$ cat config.mk
export PLATFORM = sky130hd
export DESIGN_NAME = add_and_execute_datapath
export DESIGN_NICKNAME = d
export VERILOG_FILES = /design/src/alu_pkg.sv /design/src/add_and_execute_datapath.sv /design/src/alu_core.sv
export SDC_FILE = /design/constraint.sdc
export NUM_CORES = 1
export LEC_CHECK = 0
export BUFFER_PORTS_ARGS = -buffer_cell sky130_fd_sc_hd__buf_2
export CAP_MARGIN = 10
export CORE_MARGIN = 2
export CORE_UTILIZATION = 45
export CTS_CLUSTER_DIAMETER = 60
export DETAILED_ROUTE_END_ITERATION = 8
export PLACE_DENSITY = 0.71
export REMOVE_ABC_BUFFERS = 1
export SYNTH_ARGS = -nofsm -noshare
export SYNTH_HDL_FRONTEND = slang
export SYNTH_SLANG_ARGS = --single-unit
$ cat constraint.sdc
create_clock -name clock -period 3 [get_ports clock]
set_input_delay 0.3 -clock clock [delete_from_list [all_inputs] [get_ports clock]]
set_output_delay 0.3 -clock clock [all_outputs]
set_load 0.02 [all_outputs]
$ cat src/alu_pkg.sv
package alu_pkg;
    // =========================================================
    // Instruction word layout
    // =========================================================
    localparam int WORD_W = 14;
    localparam int DATA_W = 8;
    localparam int ADDR_W = 7;
    localparam int OPC_MSB = 13;
    localparam int OPC_LSB = 8;
    localparam int DEST_BIT = 7;
    localparam int ADDR_MSB = 6;
    localparam int LIT_MSB = 7;
    localparam logic [5:0] OPC_ADD_ACCUM_TO_FILE = 6'h07;
    localparam logic [5:0] OPC_AND_ACCUM_WITH_FILE = 6'h05;
    localparam logic [5:0] OPC_AND_LITERAL_INTO_ACCUM = 6'h39;
    localparam logic DEST_ACCUM = 1'b0;
    localparam logic DEST_FILE = 1'b1;
    // =========================================================
    // Reset values and phases
    // =========================================================
    localparam logic [7:0] ACCUM_RESET = 8'h00;
    localparam int PHASES = 4;
    typedef enum logic [1:0] {PH_DECODE, PH_READ, PH_PROCESS, PH_WRITE}
        phase_e;
endpackage

$ cat src/add_and_execute_datapath.sv
`timescale 1ns/1ps
// Function
// RQ1 - Add sums accumulator and file and updates carry, digit carry and zero.
// RQ2 - A file op writes to the accumulator on destination 0, the file on 1.
// RQ3 - AND literal ANDs accumulator with literal into it, updates only zero.
// RQ4 - AND with file ANDs accumulator and file, sets only zero, routes by d.
// RQ5 - Each op is one word and four phases: decode, read, process, write.
// RQ6 - Zero marks a zero result; add carries out of bit 7 and bit 3.
module add_and_execute_datapath
    import alu_pkg::*;
(
    // Clock and reset
    input wire logic clock,
    input wire logic reset_n,
    // Instruction from decoder, taken in the decode phase
    input wire logic start,
    input wire logic [alu_pkg::WORD_W-1:0] instr,
    // File register memory
    output logic [alu_pkg::ADDR_W-1:0] file_addr,
    output logic file_read,
    input wire logic [alu_pkg::DATA_W-1:0] file_rdata,
    output logic file_write,
    output logic [alu_pkg::DATA_W-1:0] file_wdata,
    // Architectural state and status
    output logic [alu_pkg::DATA_W-1:0] accum,
    output logic carry_flag,
    output logic digit_carry_flag,
    output logic zero_flag,
    output logic busy,
    output logic done
);
    import alu_pkg::*;

    // =========================================================
    // Elaboration checks
    // =========================================================
    // Field slices and the internal bytes are fixed to this layout, so a
    // package edit that moves a field must stop the build, not misdecode.
    if (DATA_W != 8 || WORD_W != OPC_MSB + 1 || OPC_LSB != DEST_BIT + 1
        || DEST_BIT != ADDR_W || ADDR_MSB != ADDR_W - 1
        || LIT_MSB != DATA_W - 1)
    begin : g_layout_bad
        $error("instruction layout does not fit the datapath");
    end
    // The sequencer has one state per phase and cannot stretch.
    if (PHASES != 4)
    begin : g_phases_bad
        $error("the datapath serves exactly four phases");
    end

    // =========================================================
    // Phase sequencer
    // =========================================================
    phase_e phase_reg;
    logic [5:0] opc_reg;
    logic dest_reg;
    logic [7:0] lit_reg;
    logic [7:0] operand;
    logic [7:0] result_reg;
    logic carry_reg, digit_carry_reg, zero_reg, use_carry_reg, valid_reg;
    logic [7:0] result;
    logic carry, digit_carry, zero, use_carry, valid;
    logic is_lit;

    assign is_lit = (opc_reg == OPC_AND_LITERAL_INTO_ACCUM);

    // File memory answers one cycle after file_read, so its byte stands
    // only in the process phase; it feeds the adder straight from the
    // port there, and the result register of that phase keeps the outcome.
    assign operand = is_lit ? lit_reg : file_rdata; // [RQ3]

    // Phases only advance once started so an idle core holds still.
    // A start outside the decode phase is ignored, since the word would
    // collide with the one already in flight.
    always_ff @(posedge clock or negedge reset_n)
    begin
        if (!reset_n)
            phase_reg <= PH_DECODE;
        else
        begin
            unique case (phase_reg)
                PH_DECODE: if (start) phase_reg <= PH_READ; // [RQ5]
                PH_READ: phase_reg <= PH_PROCESS; // [RQ5]
                PH_PROCESS: phase_reg <= PH_WRITE; // [RQ5]
                PH_WRITE: phase_reg <= PH_DECODE; // [RQ5]
            endcase
        end
    end

    // =========================================================
    // Decode and operand read
    // =========================================================
    always_ff @(posedge clock or negedge reset_n)
    begin
        if (!reset_n)
        begin
            opc_reg <= 6'h00;
            dest_reg <= DEST_ACCUM;
            lit_reg <= 8'h00;
            file_addr <= 7'h00;
            file_read <= 1'b0;
        end
        else
        begin
            file_read <= 1'b0;
            if (phase_reg == PH_DECODE && start)
            begin
                opc_reg <= instr[OPC_MSB:OPC_LSB];
                dest_reg <= instr[DEST_BIT];
                lit_reg <= instr[LIT_MSB:0];
                file_addr <= instr[ADDR_MSB:0];
                // The literal form never touches file memory.
                file_read <= (instr[OPC_MSB:OPC_LSB]
                    != OPC_AND_LITERAL_INTO_ACCUM);
            end
        end
    end

    // =========================================================
    // Process
    // =========================================================
    alu_core u_core (
        .opcode(opc_reg),
        .accum(accum),
        .operand(operand),
        .result(result),
        .carry(carry),
        .digit_carry(digit_carry),
        .zero(zero),
        .use_carry(use_carry),
        .valid(valid)
    );

    // Results are registered at the end of the process phase, so the
    // write phase drives every output from flip-flops and the adder
    // never reaches a pin.
    always_ff @(posedge clock or negedge reset_n)
    begin
        if (!reset_n)
        begin
            result_reg <= 8'h00;
            carry_reg <= 1'b0;
            digit_carry_reg <= 1'b0;
            zero_reg <= 1'b0;
            use_carry_reg <= 1'b0;
            valid_reg <= 1'b0;
        end
        else if (phase_reg == PH_PROCESS)
        begin
            result_reg <= result;
            carry_reg <= carry;
            digit_carry_reg <= digit_carry;
            zero_reg <= zero;
            use_carry_reg <= use_carry;
            valid_reg <= valid;
        end
    end

    // =========================================================
    // Write destination and flags
    // =========================================================
    always_ff @(posedge clock or negedge reset_n)
    begin
        if (!reset_n)
        begin
            accum <= ACCUM_RESET;
            file_write <= 1'b0;
            file_wdata <= 8'h00;
            carry_flag <= 1'b0;
            digit_carry_flag <= 1'b0;
            zero_flag <= 1'b0;
        end
        else
        begin
            file_write <= 1'b0;
            // Unknown opcodes leave all state untouched.
            // file_wdata keeps the last written byte; only the file_write
            // pulse tells the memory that a write is due.
            if (phase_reg == PH_WRITE && valid_reg)
            begin
                if (is_lit || dest_reg == DEST_ACCUM)
                    accum <= result_reg; // [RQ2] [RQ3]
                else
                begin
                    file_write <= 1'b1; // [RQ2]
                    file_wdata <= result_reg; // [RQ2]
                end
                zero_flag <= zero_reg; // [RQ6]
                // Carry and digit carry keep their value across the AND
                // forms, which affect only zero.
                if (use_carry_reg)
                begin
                    carry_flag <= carry_reg; // [RQ1]
                    digit_carry_flag <= digit_carry_reg; // [RQ1]
                end
            end
        end
    end

    // =========================================================
    // Status outputs
    // =========================================================
    // done marks the cycle in which destination and flags are settled.
    always_ff @(posedge clock or negedge reset_n)
    begin
        if (!reset_n)
            done <= 1'b0;
        else
            done <= (phase_reg == PH_WRITE); // [RQ5]
    end

    // busy falls in the cycle in which done rises, the earliest cycle in which the
    // decoder may offer the next word; a start offered while busy is
    // high is dropped rather than queued.
    always_ff @(posedge clock or negedge reset_n)
    begin
        if (!reset_n)
            busy <= 1'b0;
        else if (phase_reg == PH_DECODE)
            busy <= start; // [RQ5]
        else
            busy <= (phase_reg != PH_WRITE); // [RQ5]
    end
endmodule

$ cat src/alu_core.sv
`timescale 1ns/1ps
module alu_core
    import alu_pkg::*;
(
    // Operands
    input wire logic [5:0] opcode,
    input wire logic [7:0] accum,
    input wire logic [7:0] operand,
    // Result
    output logic [7:0] result,
    output logic carry,
    output logic digit_carry,
    output logic zero,
    output logic use_carry,
    output logic valid
);
    logic [8:0] sum;
    logic [4:0] low_sum;

    assign sum = {1'b0, accum} + {1'b0, operand};
    assign low_sum = {1'b0, accum[3:0]} + {1'b0, operand[3:0]};

    always_comb
    begin
        result = 8'h00;
        use_carry = 1'b0;
        valid = 1'b1;
        unique case (opcode)
            OPC_ADD_ACCUM_TO_FILE:
            begin
                result = sum[7:0]; // [RQ1]
                use_carry = 1'b1;
            end
            OPC_AND_ACCUM_WITH_FILE: result = accum & operand; // [RQ4]
            OPC_AND_LITERAL_INTO_ACCUM: result = accum & operand; // [RQ3]
            default: valid = 1'b0;
        endcase
        carry = sum[8]; // [RQ6]
        digit_carry = low_sum[4]; // [RQ6]
        zero = (result == 8'h00); // [RQ6]
    end
endmodule

# [Yosys cells after proc, flatten, opt, wreduce, memory -nomap -nowiden]
# Index checks and enable logic that the tools add are counted.
[op_classes] n_addsub=2 eq_ne=9 muxes=10 bitwise=3 n_reduce_logical=10
[op_table] cell="$pmux W8 S2" n=1
[op_table] cell="$eq A6 B3 Y1 const B" n=2
[op_table] cell="$add A8 B8 Y9" n=1
[op_table] cell="$and A8 B8 Y8" n=1
[op_table] cell="$logic_not A8 Y1" n=1
[op_table] cell="$mux W8" n=1
[op_table] cell="$pmux W2 S4" n=1
[op_table] cell="$eq A6 B6 Y1 const B" n=1
[op_table] cell="$mux W1" n=6
[op_table] cell="$ne A6 B6 Y1 const B" n=1
[op_table] cell="$reduce_and A2 Y1" n=3
[op_table] cell="$add A4 B4 Y5" n=1
[op_table] cell="$eq A2 B2 Y1 const B" n=2
[op_table] cell="$ne A2 B2 Y1 const B" n=2
[op_table] cell="$reduce_or A3 Y1" n=1
[op_table] cell="$eq A2 B1 Y1 const B" n=1
[op_table] cell="$logic_and A1 B1 Y1" n=2
[op_table] cell="$logic_not A2 Y1" n=1
[op_table] cell="$mux W2" n=1
[op_table] cell="$not A1 Y1" n=2
[op_table] cell="$reduce_or A2 Y1" n=1
[op_table] cell="$logic_or A1 B1 Y1" n=1
[word_totals] register_bits=60 in_bits=25 out_inout_bits=30 word_cells=54

# [Longest topological paths before layout]
[logic_depth] ltp_word=5 mapped_depth=11 ltp_nobuf=11

# [Cells and area by module]
# A second synthesis with hierarchy kept.
[unflattened] hier_cells=196 area_unflattened_um2=2597.5
[modules_own_cells] mod="add_and_execute_datapath" instances=1 cells_each=132 area_each_um2=2140.8 seq_area_each_um2=1301.2
[modules_own_cells] mod="alu_core" instances=1 cells_each=64 area_each_um2=456.7 seq_area_each_um2=0.0

# [Worst setup path before layout]
# OpenSTA, ideal clock, no wires.
[synth_path] kind="register to register" start="register opc_reg[2]" end="register zero_reg" setup_ps=120 arrival_time_ps=2915 t_required_ps=2880 setup_slack_ps=-35 path_stages_with_launch=12 path_buffers=0 period_less_slack_ps=3035 cell_sequence="dfrtp_1 > nand4b_1 > nor2_2 > mux2_2 > ha_1 > fa_1 > a21o_1 > a21oi_1 > xnor2_1 > a22oi_1 > and3_1 > a41o_1"
[synth_via] elab_chain_cells=5 elab_cells_between_ends=9 cone_classes="add/sub: 1; eq/ne: 3; mux: 2; bitwise: 1; reduce/logical: 2"
[synth_rtl] element="start, declared" line_no="add_and_execute_datapath.sv:55" text="logic [5:0] opc_reg;"
[synth_rtl] element="start signal, assigned" line_no="add_and_execute_datapath.sv:108" text="opc_reg <= instr[OPC_MSB:OPC_LSB];"
[synth_rtl] element="$eq A6 B6 Y1" line_no="add_and_execute_datapath.sv:65, alu_core.sv:28"
[synth_rtl] element="$mux W8" line_no="add_and_execute_datapath.sv:70" text="assign operand = is_lit ? lit_reg : file_rdata;"
[synth_rtl] element="$add A8 B8 Y9 / $and A8 B8 Y8 (equally long branches)" line_no="alu_core.sv:20, alu_core.sv:34, alu_core.sv:35"
[synth_rtl] element="$pmux W8 S2 (*)" line_no="alu_core.sv:28" text="unique case (opcode)"
[synth_rtl] element="$logic_not A8 Y1 (*)" line_no="alu_core.sv:40" text="zero = (result == 8'h00);"
[synth_rtl] element="end signal, assigned" line_no="add_and_execute_datapath.sv:153" text="zero_reg <= zero;"
[synth_rtl] element="end, declared" line_no="add_and_execute_datapath.sv:60" text="logic carry_reg, digit_carry_reg, zero_reg, use_carry_reg, valid_reg;"
# Every way passes the cells marked *; elsewhere a longest branch is shown, timed or not.
# A chain may end at the register's enable or synchronous reset.

# [Final worst setup path]
# Ends and elaborated chain as after synthesis.

==> results.md <==
- Outcome: finished, final reports clean
- Peak supply drop: 484 uV
- Fin crit period: about 2.9 ns
- Async SR Flop Fraction: 100%
- CTS buffer count: 5
- Final Total Pwr: 0.00320 W
- Crit path from: opc_reg[2]
- Reg2reg path depth: 11
- Drt wl/cell: approximately 15 microns
- RePlAce Congestion: between 0.8 and 0.9
- First-pass GRT wire length: between 8000 and 9000 microns
- Max-Cap Viols: 0
- Least-Margin Pin Slew: 0.795 ns
- Cell area after synthesis: between 2000 and 2500 sq um
- Routed wl met3: about 220 microns
- WL met2: about 2400 microns
- Clk_lat worst skew: 0.31 ns
- Mapped Cells: 216
- Startpoint types: register
- Crit Reg-Reg Endpoint: zero_reg
- Commonest non-fill, non-tap cell in the layout: buf_2
- Period utilization: between 90 and 100%
- Die width: 78.5 microns
- Max layer used: met4
- Final Setup Violations: 0
- Pwr Density: about 1100 nW/um^2
- Core Footprint: about 5400 sq um
- N_diodes: 0
- Placement Setup Slack: between 0.03 and 0.04 ns
- Die height: approximately 78 microns
- Port Buffers: between 50 and 60
- Slowest CP cell: dfrtp_1
- Max-slew violations: 0
- M1 wire length: approximately 2400 microns
- Combinational share of power: a little under half
- Worst Slack Setup Final: approximately 0.15 ns
- Largest net degree at the start of global routing: 37
- Critical Path, Cell by Cell: nand4b_1, nor2_2, mux2_2, ha_1, fa_2, a21o_1, a21oi_2, xnor2_1, a22oi_1, and3_1, a41o_1
- Total vias in the final route: approximately 1800
- Largest area contributor in the netlist: dfrtp_1
- Post-Route WL: roughly 5100 microns
- GRT overflow: 0
- Synthesized flop and latch total: 52
- DRC errors left: 0
- Final nets: 317
- Clk slew on worst S/H paths: 0.11 ns
- Switch Pwr: between 0.001 and 0.0015 W
- Sequential power share: approximately two fifths
- Pleak: ~1.5 nW
- CP Data Required Time: roughly 3.2 ns
- Clock Power Share: a little over an eighth
- H-tree depth: 2
- Row cnt: 27
- Max FO, Critical Path: 4
- Critical path buffer and inverter count: 0
- CTS tree: built
- Fmax: approximately 350 MHz
- R2R Setup Slk: ~0.15 ns
- Mean Syn Cell Area: 11.6 sq um
- HPWL Detailed: 3800 microns
- Footprint of the multi-input gates: between 1000 and 1500 sq um
- Ports: 55
- Via density per instance: 5.23
- Synth top area share: about 52%
- Post-synthesis cell type count: 36
- Internal: around 0.0019 W
- Reg area: between 1000 and 1500 sq um
- Post-DRT Antenna Nets: 0
- Setup CP Type: register to register
- Worst r2r src: opc_reg[2]
- Setup Skew: roughly 0.013 ns
- Synth area leaders: dfrtp_1, mux2_2, ha_1
- Post-CTS Repair Setup Buffers: 0
- CTS Sinks: 52
- CTS max path bufs: 2
- Starting Density: between 40% and 50%
- Synth Warn #: 0
- # fillers: 488
- Initial antenna violation count: 0
- Pre-Repair DR Iteration Count: 4
- Gr usage total: approximately 17%
- Largest stage delay, worst path: between 0.3 and 0.4 ns
- Worst EP arrival: a little over 3 ns
- Hold crit path type: input pin to asynchronous set/reset pin
- Share of cells above drive strength 1: between 40% and 50%
- DRT iter0 DRCs: just under 80
- Sequential area share after synthesis: a little over half
- Final hold vios: 0
- Clock root cell: clkbuf_8
- Commonest non-fill, non-tap cells in the layout: buf_2, dfrtp_1, mux2_2
- Switching Share: roughly two fifths
- CP endpoint kind: register
- Post-synth EDFFs: 0
- Synth Flop Type: dfrtp_1
- Worst path top cell family by delay: compound AO/OA/AOI/OAI gates
- RSZ-0062 raised after global routing: no
- Vias in the first global route: about 1800
- Slew HR: around 47%
- Die area: roughly 6200 sq um
- Area delta synth->final: 20.4%
cells by family (layout without fill, tap and decap cells):
logic type,Yosys count,count (layout),synth area share (%)
buf+inv,11,74,1.85
xor+xnor,6,6,2.11
mux,34,34,15.3
flops,52,52,52.1
simple gates,62,62,11.3
fa+ha+maj,14,14,7.32
compound gates,37,37,9.98
per-stage QoR:
| step | hold slack, ns | util (%) | instances | instance area [sq um] | setup TNS (ns) |
|---|---|---|---|---|---|
| 2_1_floorplan | 0.00441 | - | 211 | 2470 | -0.0490 |
| 3_3_place_gp | 0.423 | 52.9 | 343 | 2880 | 0 |
| 3_5_place_dp | 0.436 | 52.9 | 343 | 2880 | 0 |
| 4_1_cts | 0.0932 | 54.7 | 351 | 2970 | 0 |
| 5_1_grt | 0.130 | 55.2 | 351 | 3000 | 0 |
| 6_report | 0.0652 | 55.2 | 351 | 3000 | 0 |
synthesized netlist by cell type, types with 2 or more instances:
cell,count
inv_1,5
clkbuf_1,3
mux2_2,34
o21ai_0,5
nor2_1,17
ha_1,13
a21o_1,2
nor2_2,2
nand3_1,4
a22oi_1,5
o21bai_1,2
nand2_1,29
xor2_1,3
a21oi_1,13
and3_1,2
nand2b_1,2
dfrtp_1,52
xnor2_1,3
a221oi_1,3
worst register-to-register path: cells and delay by family (launching register included):
kind / cells / cell delay (ns)
xor+xnor: 1 / 0.13
compound gates: 4 / 0.70
fa+ha+maj: 2 / 0.61
mux: 1 / 0.36
flops: 1 / 0.39
simple gates: 3 / 0.57
layout make-up:
class | count | share of cell area (%)
Timing Repair Buffer | 60 | 10.5
Clock inverter | 3 | 0.875
Sequential cell | 52 | 43.3
Multi-Input combinational cell | 153 | 39.3
Tap cell | 72 | 3.00
Inverter | 6 | 0.750
Clock buffer | 5 | 2.29
routing by layer:
layer / up-vias / track usage [%]
met3: 5 / 3.56
met1: 901 / 23.8
met2: 49 / 28.7
met4: 0 / 4.21
met5: - / 0
li1: 879 / -
how the worst max path moves through the flow:
stage	to	slack, ns	cells past startpoint
after floorplan	zero_reg	-0.05	11
after global placement	zero_reg	0.13	11
after detailed placement	zero_reg	0.03	11
after CTS	zero_reg	0.03	11
after global routing	zero_reg	0.008	11
final	zero_reg	0.15	11
what timing repair did:
item,CTS,global route
gates resized for setup,0,5
hold buffers,0,0
setup endpoints to repair,0,3
power by group through the flow:
| stage | Sequential, W | Combinational [W] | Clock, W |
|---|---|---|---|
| final | 0.00128 | 0.00150 | 0.000423 |
| after global routing | 0.00132 | 0.00166 | 0.000468 |
| after CTS | 0.00127 | 0.00147 | 0.000436 |
| after detailed placement | 0.00129 | 0.00146 | 0 |
| after global placement | 0.00128 | 0.00143 | 0 |
| after floorplan | 0.00145 | 0.000833 | 0 |
Note: power is estimated with default switching activity, not from simulation.
